[src/logic/memory_select_map.svh]
// Offsets, field positions, reset values and timing counts of the memory select block
// -----------------------------------------------------------------------------
// Notes on behaviour
// - Components sit on three priority levels and where levels overlap the highest level wins.
// - With the example windows, SRAM answers to 87ffh, secondary flash to 9fffh, primary above.
// - Space-map bits 4 and 3 admit read access and bits 2, 1, 0 admit fetch access to memories.
// - The space map loads a boot value and software may rewrite it with immediate effect.
// - Space map 0ch separates fetch to primary flash from reads of secondary and SRAM; bit 7 clear keeps I/O off.
// - Space-map bits 2 and 4 together put primary flash in a combined space.
// - An 8-bit page register sits at offset e0h of the register window, readable and writable.
// - All eight page bits feed the decoder so selects may depend on them.
// - Page bits unused for paging remain visible to the general logic array.
// - The logic arrays take address, four strobes, reset, power-down, ports, page, feedback, ready.
// - With the fast-mode bit clear the arrays go to standby after one 40 ns clock of idle inputs, the 70 ns idle time rounded down to whole cycles.
// - Five bits of power mode register two each block one bus control signal from the arrays.
// - The decoder makes selects for memories, the register window and the I/O ports.
// - A secondary sector overlapping a primary sector takes the access.
// - SRAM and I/O ranges overlapping flash take the access.
// -----------------------------------------------------------------------------
`ifndef MEMORY_SELECT_MAP_SVH
`define MEMORY_SELECT_MAP_SVH

// -----------------------------------------------------------------------------
// Register window offsets
// -----------------------------------------------------------------------------
`define PAGE_EXT_OFFSET 8'he0
`define SPACE_MAP_OFFSET 8'hb0
`define PMR0_OFFSET 8'hb8
`define PMR2_OFFSET 8'hbc

// -----------------------------------------------------------------------------
// Field positions
// -----------------------------------------------------------------------------
`define SM_PERIPHERAL_IO_ENABLE 7
`define SM_PRI_DATA 4
`define SM_SEC_DATA 3
`define SM_PRI_CODE 2
`define SM_SEC_CODE 1
`define SM_SRAM_CODE 0
`define PMR0_FAST 3
`define PMR2_BLK_FETCH 0
`define PMR2_BLK_RD 1
`define PMR2_BLK_WR 2
`define PMR2_BLK_ALE 3
`define PMR2_BLK_RST 4

// -----------------------------------------------------------------------------
// Reset values and timing
// -----------------------------------------------------------------------------
`define PAGE_RESET 8'h00
`define SPACE_MAP_BOOT 8'h0c
`define PMR0_RESET 8'h08
`define PMR2_RESET 8'h00
`define IDLE_TIME_NS 70
`define CLK_PERIOD_NS 40
`define IDLE_CYCLES (`IDLE_TIME_NS / `CLK_PERIOD_NS)

`endif

[src/logic/memory_select_pkg.sv]
// Types shared by the memory select block
`default_nettype none
package memory_select_pkg;

   // Address window of one select equation
   typedef struct packed {
      logic [15:0] lo;
      logic [15:0] hi;
      logic [7:0] page;
      logic [7:0] page_mask;
   } select_window_t;

   // Bus strobes entering the arrays
   typedef struct packed {
      logic fetch;
      logic rd;
      logic wr;
      logic ale;
   } bus_strobe_t;

   // Select outputs of the decoder
   typedef struct packed {
      logic sram;
      logic window;
      logic pio;
      logic sec0;
      logic pri0;
      logic pri1;
   } select_set_t;

   typedef enum logic [1:0] {
      ARRAY_ACTIVE,
      ARRAY_STANDBY
   } array_power_t;

endpackage
`default_nettype wire

[src/logic/window_match.sv]
// Range and page match of one select equation
`timescale 1ns/1ps
`default_nettype none
module window_match
   import memory_select_pkg::*;
(
   // Decoder inputs
   input wire logic [15:0] addr,
   input wire logic [7:0] page_bits,
   input wire select_window_t win,
   // Result
   output logic hit
);

   // Window compare with masked page bits
   assign hit = (addr >= win.lo) && (addr <= win.hi)
      && (((page_bits ^ win.page) & win.page_mask) == 8'h00);
endmodule
`default_nettype wire

[src/logic/memory_space_select.sv]
// Decode array, space map, page register and power control of the memory select block
`timescale 1ns/1ps
`default_nettype none
`include "memory_select_map.svh"
module memory_space_select
   import memory_select_pkg::*;
#(
   parameter select_window_t PRI0_WIN = '{16'h8000, 16'hbfff, 8'h00, 8'h00},
   parameter select_window_t PRI1_WIN = '{16'hc000, 16'hffff, 8'h00, 8'h00},
   parameter select_window_t SEC0_WIN = '{16'h8000, 16'h9fff, 8'h00, 8'h00},
   parameter select_window_t SRAM_WIN = '{16'h8000, 16'h87ff, 8'h00, 8'h00},
   parameter select_window_t PIO_WIN = '{16'h7000, 16'h70ff, 8'h00, 8'h00},
   parameter logic [15:0] WINDOW_BASE = 16'h7f00,
   parameter logic [7:0] SPACE_MAP_INIT = `SPACE_MAP_BOOT
)(
   // Clock and reset
   input wire logic core_clk,
   input wire logic reset_n,
   // Core bus
   input wire logic [15:0] addr,
   input wire bus_strobe_t strobe,
   input wire logic bus_reset,
   input wire logic power_down,
   input wire logic [7:0] wdata,
   input wire logic flash_ready,
   // Port and macrocell inputs to the general array
   input wire logic [19:0] port_inputs,
   input wire logic [15:0] mcell_feedback,
   // Data return
   output logic [7:0] rdata,
   output logic rdata_oe,
   // Selects
   output select_set_t selects,
   // General array inputs
   output logic [7:0] general_page_bits,
   output logic [3:0] general_strobes,
   output logic [15:0] general_addr,
   output logic general_misc,
   output logic array_standby
);

   // ---------------------------------------------------------------------------
   // State
   // ---------------------------------------------------------------------------
   typedef struct packed {
      logic [7:0] page;
      logic [7:0] space_map;
      logic [7:0] pmr0;
      logic [7:0] pmr2;
      logic [7:0] rdata;
      logic rdata_oe;
      select_set_t sel;
      logic [7:0] gpage;
      logic [3:0] gstrobe;
      logic [15:0] gaddr;
      logic gmisc;
      logic [1:0] idle_cnt;
      array_power_t power;
      logic [36:0] last_in;
   } state_t;

   localparam logic [1:0] IDLE_CNT = 2'(`IDLE_CYCLES);

   state_t st_r;
   state_t st_nxt;
   logic hit_pri0;
   logic hit_pri1;
   logic hit_sec0;
   logic hit_sram;
   logic hit_pio;

   // ---------------------------------------------------------------------------
   // Window matches
   // ---------------------------------------------------------------------------
   window_match u_pri0 (.addr(addr), .page_bits(st_r.page), .win(PRI0_WIN), .hit(hit_pri0));
   window_match u_pri1 (.addr(addr), .page_bits(st_r.page), .win(PRI1_WIN), .hit(hit_pri1));
   window_match u_sec0 (.addr(addr), .page_bits(st_r.page), .win(SEC0_WIN), .hit(hit_sec0));
   window_match u_sram (.addr(addr), .page_bits(st_r.page), .win(SRAM_WIN), .hit(hit_sram));
   window_match u_pio (.addr(addr), .page_bits(st_r.page), .win(PIO_WIN), .hit(hit_pio));

   // Offset test within the register window
   function automatic logic reg_hit(input logic [15:0] a, input logic [7:0] off);
      reg_hit = (a == (WINDOW_BASE | {8'h00, off}));
   endfunction

   // ---------------------------------------------------------------------------
   // Next state
   // ---------------------------------------------------------------------------
   always_comb begin
      logic fetch_g;
      logic rd_g;
      logic wr_g;
      logic ale_g;
      logic rst_g;
      logic win_hit;
      logic level1;
      logic level2;
      logic [36:0] now_in;
      fetch_g = 1'b0;
      rd_g = 1'b0;
      wr_g = 1'b0;
      ale_g = 1'b0;
      rst_g = 1'b0;
      win_hit = 1'b0;
      level1 = 1'b0;
      level2 = 1'b0;
      now_in = '0;
      st_nxt = st_r;
      // Gated strobes into the arrays
      fetch_g = strobe.fetch & ~st_r.pmr2[`PMR2_BLK_FETCH];
      rd_g = strobe.rd & ~st_r.pmr2[`PMR2_BLK_RD];
      wr_g = strobe.wr & ~st_r.pmr2[`PMR2_BLK_WR];
      ale_g = strobe.ale & ~st_r.pmr2[`PMR2_BLK_ALE];
      rst_g = bus_reset & ~st_r.pmr2[`PMR2_BLK_RST];
      win_hit = (addr[15:8] == WINDOW_BASE[15:8]) && (rd_g || wr_g);
      // Level one: SRAM, register window, peripheral I/O
      st_nxt.sel.sram = hit_sram && (rd_g || wr_g || (fetch_g && st_r.space_map[`SM_SRAM_CODE]));
      st_nxt.sel.window = win_hit;
      st_nxt.sel.pio = hit_pio && st_r.space_map[`SM_PERIPHERAL_IO_ENABLE] && (rd_g || wr_g);
      level1 = st_nxt.sel.sram || st_nxt.sel.window || st_nxt.sel.pio;
      // Level two: secondary flash
      st_nxt.sel.sec0 = !level1 && hit_sec0
         && ((rd_g && st_r.space_map[`SM_SEC_DATA])
         || (fetch_g && st_r.space_map[`SM_SEC_CODE]) || wr_g);
      level2 = st_nxt.sel.sec0;
      // Level three: primary flash, combined when both bits are set
      st_nxt.sel.pri0 = !level1 && !level2 && hit_pri0
         && ((rd_g && st_r.space_map[`SM_PRI_DATA])
         || (fetch_g && st_r.space_map[`SM_PRI_CODE]) || wr_g);
      st_nxt.sel.pri1 = !level1 && !level2 && hit_pri1
         && ((rd_g && st_r.space_map[`SM_PRI_DATA])
         || (fetch_g && st_r.space_map[`SM_PRI_CODE]) || wr_g);
      // Register writes take effect on the next access
      if (wr_g && reg_hit(addr, `PAGE_EXT_OFFSET)) begin
         st_nxt.page = wdata;
      end
      if (wr_g && reg_hit(addr, `SPACE_MAP_OFFSET)) begin
         st_nxt.space_map = wdata;
      end
      if (wr_g && reg_hit(addr, `PMR0_OFFSET)) begin
         st_nxt.pmr0 = wdata;
      end
      if (wr_g && reg_hit(addr, `PMR2_OFFSET)) begin
         st_nxt.pmr2 = {3'h0, wdata[4:0]};
      end
      // Register reads; nothing driven otherwise
      st_nxt.rdata = 8'h00;
      st_nxt.rdata_oe = 1'b0;
      if (rd_g && reg_hit(addr, `PAGE_EXT_OFFSET)) begin
         st_nxt.rdata = st_r.page;
         st_nxt.rdata_oe = 1'b1;
      end else if (rd_g && reg_hit(addr, `SPACE_MAP_OFFSET)) begin
         st_nxt.rdata = st_r.space_map;
         st_nxt.rdata_oe = 1'b1;
      end else if (rd_g && reg_hit(addr, `PMR0_OFFSET)) begin
         st_nxt.rdata = st_r.pmr0;
         st_nxt.rdata_oe = 1'b1;
      end else if (rd_g && reg_hit(addr, `PMR2_OFFSET)) begin
         st_nxt.rdata = st_r.pmr2;
         st_nxt.rdata_oe = 1'b1;
      end
      // General array inputs
      st_nxt.gpage = st_r.page;
      st_nxt.gstrobe = {fetch_g, rd_g, wr_g, ale_g};
      st_nxt.gaddr = addr;
      st_nxt.gmisc = rst_g ^ power_down ^ flash_ready ^ (^port_inputs) ^ (^mcell_feedback);
      // Standby after idle inputs with fast mode off
      now_in = {addr, fetch_g, rd_g, wr_g, ale_g, rst_g, power_down, flash_ready, st_r.page,
         st_r.pmr0[`PMR0_FAST], 5'h00};
      st_nxt.last_in = now_in;
      if (now_in != st_r.last_in || st_r.pmr0[`PMR0_FAST]) begin
         st_nxt.idle_cnt = 2'h0;
         st_nxt.power = ARRAY_ACTIVE;
      end else if (st_r.idle_cnt >= IDLE_CNT - 2'h1) begin
         st_nxt.power = ARRAY_STANDBY;
      end else begin
         st_nxt.idle_cnt = st_r.idle_cnt + 2'h1;
      end
   end

   // ---------------------------------------------------------------------------
   // State register
   // ---------------------------------------------------------------------------
   always_ff @(posedge core_clk or negedge reset_n) begin
      if (!reset_n) begin
         st_r <= '0;
         st_r.page <= `PAGE_RESET;
         st_r.space_map <= SPACE_MAP_INIT;
         st_r.pmr0 <= `PMR0_RESET;
         st_r.pmr2 <= `PMR2_RESET;
         st_r.power <= ARRAY_ACTIVE;
      end else begin
         st_r <= st_nxt;
      end
   end

   // Outputs straight from state
   assign rdata = st_r.rdata;
   assign rdata_oe = st_r.rdata_oe;
   assign selects = st_r.sel;
   assign general_page_bits = st_r.gpage;
   assign general_strobes = st_r.gstrobe;
   assign general_addr = st_r.gaddr;
   assign general_misc = st_r.gmisc;
   assign array_standby = (st_r.power == ARRAY_STANDBY);

   // ---------------------------------------------------------------------------
   // Checks
   // ---------------------------------------------------------------------------
   property p_level_one;
      @(posedge core_clk) disable iff (!reset_n) selects.sram |-> !selects.sec0 && !selects.pri0;
   endproperty
   a_level_one: assert property (p_level_one) else $error("sram select overlapped flash");

   property p_sec_over_pri;
      @(posedge core_clk) disable iff (!reset_n) selects.sec0 |-> !selects.pri0 && !selects.pri1;
   endproperty
   a_sec_over_pri: assert property (p_sec_over_pri) else $error("primary beat secondary");

   property p_fetch_gate;
      @(posedge core_clk) disable iff (!reset_n)
         (strobe.fetch && !strobe.rd && !strobe.wr && !st_r.space_map[`SM_PRI_CODE])
         |=> !selects.pri0;
   endproperty
   a_fetch_gate: assert property (p_fetch_gate) else $error("fetch reached gated flash");

   property p_read_gate;
      @(posedge core_clk) disable iff (!reset_n)
         (strobe.rd && !strobe.fetch && !strobe.wr && !st_r.space_map[`SM_SEC_DATA])
         |=> !selects.sec0;
   endproperty
   a_read_gate: assert property (p_read_gate) else $error("read reached gated flash");

   property p_map_write;
      @(posedge core_clk) disable iff (!reset_n)
         (strobe.wr && !st_r.pmr2[`PMR2_BLK_WR] && reg_hit(addr, `SPACE_MAP_OFFSET))
         |=> st_r.space_map == $past(wdata);
   endproperty
   a_map_write: assert property (p_map_write) else $error("space map write lost");

   property p_page_read;
      @(posedge core_clk) disable iff (!reset_n)
         (strobe.rd && !st_r.pmr2[`PMR2_BLK_RD] && reg_hit(addr, `PAGE_EXT_OFFSET))
         |=> rdata_oe && rdata == $past(st_r.page);
   endproperty
   a_page_read: assert property (p_page_read) else $error("page read wrong");

   property p_page_general;
      @(posedge core_clk) disable iff (!reset_n) ##1 general_page_bits == $past(st_r.page);
   endproperty
   a_page_general: assert property (p_page_general) else $error("page bits not forwarded");

   property p_fast_active;
      @(posedge core_clk) disable iff (!reset_n) st_r.pmr0[`PMR0_FAST] |=> !array_standby;
   endproperty
   a_fast_active: assert property (p_fast_active) else $error("standby in fast mode");

   property p_no_match;
      @(posedge core_clk) disable iff (!reset_n)
         !(strobe.fetch || strobe.rd || strobe.wr) |=> selects == '0 && !rdata_oe;
   endproperty
   a_no_match: assert property (p_no_match) else $error("select without access");

   property p_block_rd;
      @(posedge core_clk) disable iff (!reset_n)
         st_r.pmr2[`PMR2_BLK_RD] |=> !general_strobes[2];
   endproperty
   a_block_rd: assert property (p_block_rd) else $error("blocked read entered array");
endmodule
`default_nettype wire

[config.mk]
export PLATFORM = sky130hd
export DESIGN_NAME = memory_space_select
export DESIGN_NICKNAME = d
export VERILOG_FILES = /design/src/logic/memory_select_pkg.sv /design/src/logic/window_match.sv /design/src/logic/memory_space_select.sv
export VERILOG_INCLUDE_DIRS = /design/src /design/src/logic
export SDC_FILE = /design/constraint.sdc
export NUM_CORES = 1
export LEC_CHECK = 0
export ABC_AREA = 1
export BUFFER_PORTS_ARGS = -buffer_cell sky130_fd_sc_hd__buf_2
export CAP_MARGIN = 20
export CORE_ASPECT_RATIO = 0.7
export CORE_MARGIN = 4
export CORE_UTILIZATION = 40
export CTS_BUF_LIST = sky130_fd_sc_hd__clkbuf_8
export CTS_CLUSTER_SIZE = 10
export DETAILED_ROUTE_END_ITERATION = 8
export HOLD_SLACK_MARGIN = 0.15
export PLACE_DENSITY = 0.65
export SLEW_MARGIN = 20
export SYNTH_ARGS = -nofsm -noshare
export SYNTH_HDL_FRONTEND = slang
export SYNTH_SLANG_ARGS = --single-unit
[constraint.sdc]
create_clock -name core_clk -period 2.45 [get_ports core_clk]
set_input_delay 0.245 -clock core_clk [delete_from_list [all_inputs] [get_ports core_clk]]
set_output_delay 0.245 -clock core_clk [all_outputs]
set_load 0.03 [all_outputs]
==> flow_summary_export.csv <==
group,metric,value,unit
setup_path,critPathSlowestCell,"dlygate4sd3_1",
clock_network,postCtsHoldBufs,21,
run,max_cap_viol_count,0,
global_routing,antenna_found_initial,0,
routing,vias_per_cell,4.69,
place,dp.final_hpwl,9100,um
global_routing,grtUsageMet2,0.272,
finish,nets,777,
setup_path,timing.rr.start,"st_r[86]",
setup_path,crit_path_max_fanout,16,
clock_network,cts_sinks,78,
global_routing,grt_max_degree,52,
routing,vias,4055,
sta,final.period_utilization,0.816,
setup_path,cpPeakStageDelay,0.53,ns
place,place.gp.congestion,0.869,
logic_synthesis,synth_seq_cells,78,
routing,drtIter0Drc,301,
min_path,min_from,"wdata[6]",
sta,final_hold_viol_count,0,
global_routing,grt_usage,0.176,
setup_path,required,2.68,ns
routing,wl_per_cell,13.4,um
routing,drc,0,
setup_path,cp-end-kind,"flop",
logic_synthesis,postSynthAreaPerCell,7.61,um2
setup_path,rrSetupSlack,0.72,ns
power_and_ir_drop,p_per_area,501,nW/um2
sta,finalCriticalPeriod,2.00,ns
global_routing,grt_first_pass_wirelength,18800,um
power_and_ir_drop,total_power,2.73,mW
setup_path,timing.critical_path.buf_inv,4,
global_routing,grt_overflow_total,0,
finish,syn2layout_area_growth,17.6,%
logic_synthesis,synthesis.nets,678,
setup_path,crit_start,"addr[0]",
setup_path,crit_path_cell_trace,"dlygate4sd3_1 > buf_2 > inv_1 > nand2_1 > nor3_1 > nand2_4 > clkinv_2 > nand3_2 > nand2_1 > o21ai_2",
place,place.port_buffers,113,
setup_path,cpLargestDelayFamily,"simple AND/OR/NAND/NOR gates",
global_routing,met3_usage,0.0438,
setup_path,rr_endpoint,"selects[1]",
logic_synthesis,syn-cell-area,4640,um2
logic_synthesis,async_flop_share,1.00,
logic_synthesis,yosysWarnings,0,
clock_network,clk_latency,0.35,ns
clock_network,clkSlewWorstSetupHoldPaths,0.07,ns
clock_network,cts_tree,"built",
clock_network,post-cts-setup-buffer-count,0,
logic_synthesis,synth_top_cell_by_area,"dfrtp_1",
die,rows,32,
finish,antenna_cells,0,
sta,fin_hold_ws,0.191,ns
sta,finalMaxSlewViolations,0,
sta,max_slew_margin,0.552,
power_and_ir_drop,ir_drop,0.278,mV
die,die_x,137,um
clock_network,numCtsBuffers,9,
global_routing,grt_use_met1,0.247,
logic_synthesis,synth-edff-count,0,
global_routing,grt_pass1_vias,3912,
min_path,hold_depth,3,
die,core_area,11200,um2
setup_path,arrival,2.22,ns
global_routing,top_usage_layer,"met2",
power_and_ir_drop,p_leak,3.17,nW
sta,max_freq,0.500,GHz
sta,rsz0062_at_grt,"false",
finish,drive_gt1_frac,0.237,
logic_synthesis,synthFlopType,"dfrtp_1",
min_path,min_path_type,"input pin to flop",
die,initial_core_util,0.415,
routing,wirelength,11600,um
min_path,hold_path_end,"st_nxt[12]",
die,io_pins,114,
sta,setup_slack,0.452,ns
clock_network,clock-root-buffer,"clkbuf_8",
die,die_h,98.1,um
logic_synthesis,seq_area_frac_synth,0.422,
sta,setup_violations,0,
setup_path,cpMostUsedCell,"nand2_1",
clock_network,htreeDepth,3,
routing,ant_nets,0,
setup_path,crit_type,"input pin to flop",
setup_path,r2r_cells,9,
routing,firstDrtPassIters,5,
setup_path,start_kind,"input pin",
clock_network,cts_resized,0,
logic_synthesis,synth_top_area_share,0.405,
finish,fillerInstances,1105,
clock_network,clk_path_buf_depth,2,
logic_synthesis,synthTopCellsByArea,"dfrtp_1, nand2_1, inv_1",
die,dieArea,13400,um2
sta,setup_tns,0,ns
place,place_ws,0.653,ns
sta,worst_pin_slew,0.672,ns
sta,worst_clock_skew,0.00989,ns
run_status,status,"complete, no violations",
logic_synthesis,synth_cell_type_count,37,
finish,fin_util,0.488,
logic_synthesis,synth_cells,609,
[cell families after synthesis]
logic type             synth area share
AO/OA/AOI/OAI                    0.0955
flip-flops                        0.422
XOR/XNOR                         0.0416
AND/OR/NAND/NOR                   0.285
buffers and inverters             0.156
[cell type report]
| type | count | area (um2) | share of cell area |
|---|---|---|---|
| clock inverter | 5 | 50.0 | 0.00918 |
| inverter | 96 | 362 | 0.0663 |
| multi-input combinational | 388 | 1960 | 0.359 |
| sequential | 78 | 1960 | 0.359 |
| tap | 153 | 191 | 0.0351 |
| timing repair buffer | 135 | 798 | 0.146 |
| clock buffer | 10 | 138 | 0.0252 |
[cell usage in the layout, fill, tap and decap left out, types with 3 or more instances in the layout]
cell / netlist / final
nand2_1: 210 / 210
buf_2: 1 / 112
inv_1: 94 / 94
dfrtp_1: 75 / 75
nor2_1: 38 / 38
nand3_1: 26 / 26
dlygate4sd3_1: 0 / 21
o21ai_2: 18 / 18
o21ai_0: 16 / 16
xnor2_1: 14 / 14
o21ai_1: 11 / 11
clkbuf_8: 0 / 10
xor2_1: 8 / 8
clkinv_2: 1 / 5
o22ai_1: 5 / 5
nand4_1: 4 / 4
nor2_4: 3 / 3
nor3_1: 3 / 3
nand2_4: 3 / 3
nand3_2: 3 / 3
o2111ai_1: 3 / 3
a211oi_1: 3 / 3
a22o_1: 3 / 3
dfstp_2: 3 / 3
[metal layers]
layer / wire length [um] / up-vias
li1: - / 2054
met4: 153 / 0
met2: 5160 / 130
met5: 0 / -
met3: 827 / 11
met1: 5450 / 1860
[sequential cells by signal, indices dropped and copies added (netlist names)]
register           count
st_r                  28
general_addr          15
st_nxt                 9
rdata                  8
general_page_bits      7
selects                6
general_strobes        3
general_misc           1
rdata_oe               1
[cells in the mapped netlist, types with 4 or more instances]
master     n
o21ai_1   11
xnor2_1   14
o22ai_1    5
dfrtp_1   75
nand4_1    4
xor2_1     8
nand3_1   26
buf_4     43
nor2_1    38
inv_1     94
o21ai_0   16
nand2_1  210
o21ai_2   18
[worst register-to-register path, delay by kind of cell, from the launching register on]
family                 cells  cell delay (ns)
buffers and inverters      2             0.16
AND/OR/NAND/NOR            5             0.89
flip-flops                 1             0.41
AO/OA/AOI/OAI              2             0.19
[report_power, final]
group	switching, mW	total [mW]	internal [mW]
combinational	0.299	0.473	0.174
sequential	0.0142	1.33	1.31
clock	0.448	0.933	0.486
total	0.761	2.73	1.97
[how the worst max path moves through the flow]
stage,slack (ns),to,cells after the start
finish,0.45,st_nxt[11],10
global route,0.30,st_nxt[6],10
CTS,0.47,st_nxt[8],10
detailed placement,0.65,st_nxt[8],9
global placement,0.72,st_nxt[13],9
floorplan,1.10,st_nxt[11],9
[per-stage QoR]
stage,area [um2],instances
2_1_floorplan,4640,609
3_3_place_gp,5050,829
3_5_place_dp,5050,829
4_1_cts,5450,865
5_1_grt,5450,865
6_report,5450,865
No activity file was read; power rests on OpenSTA's default activity.
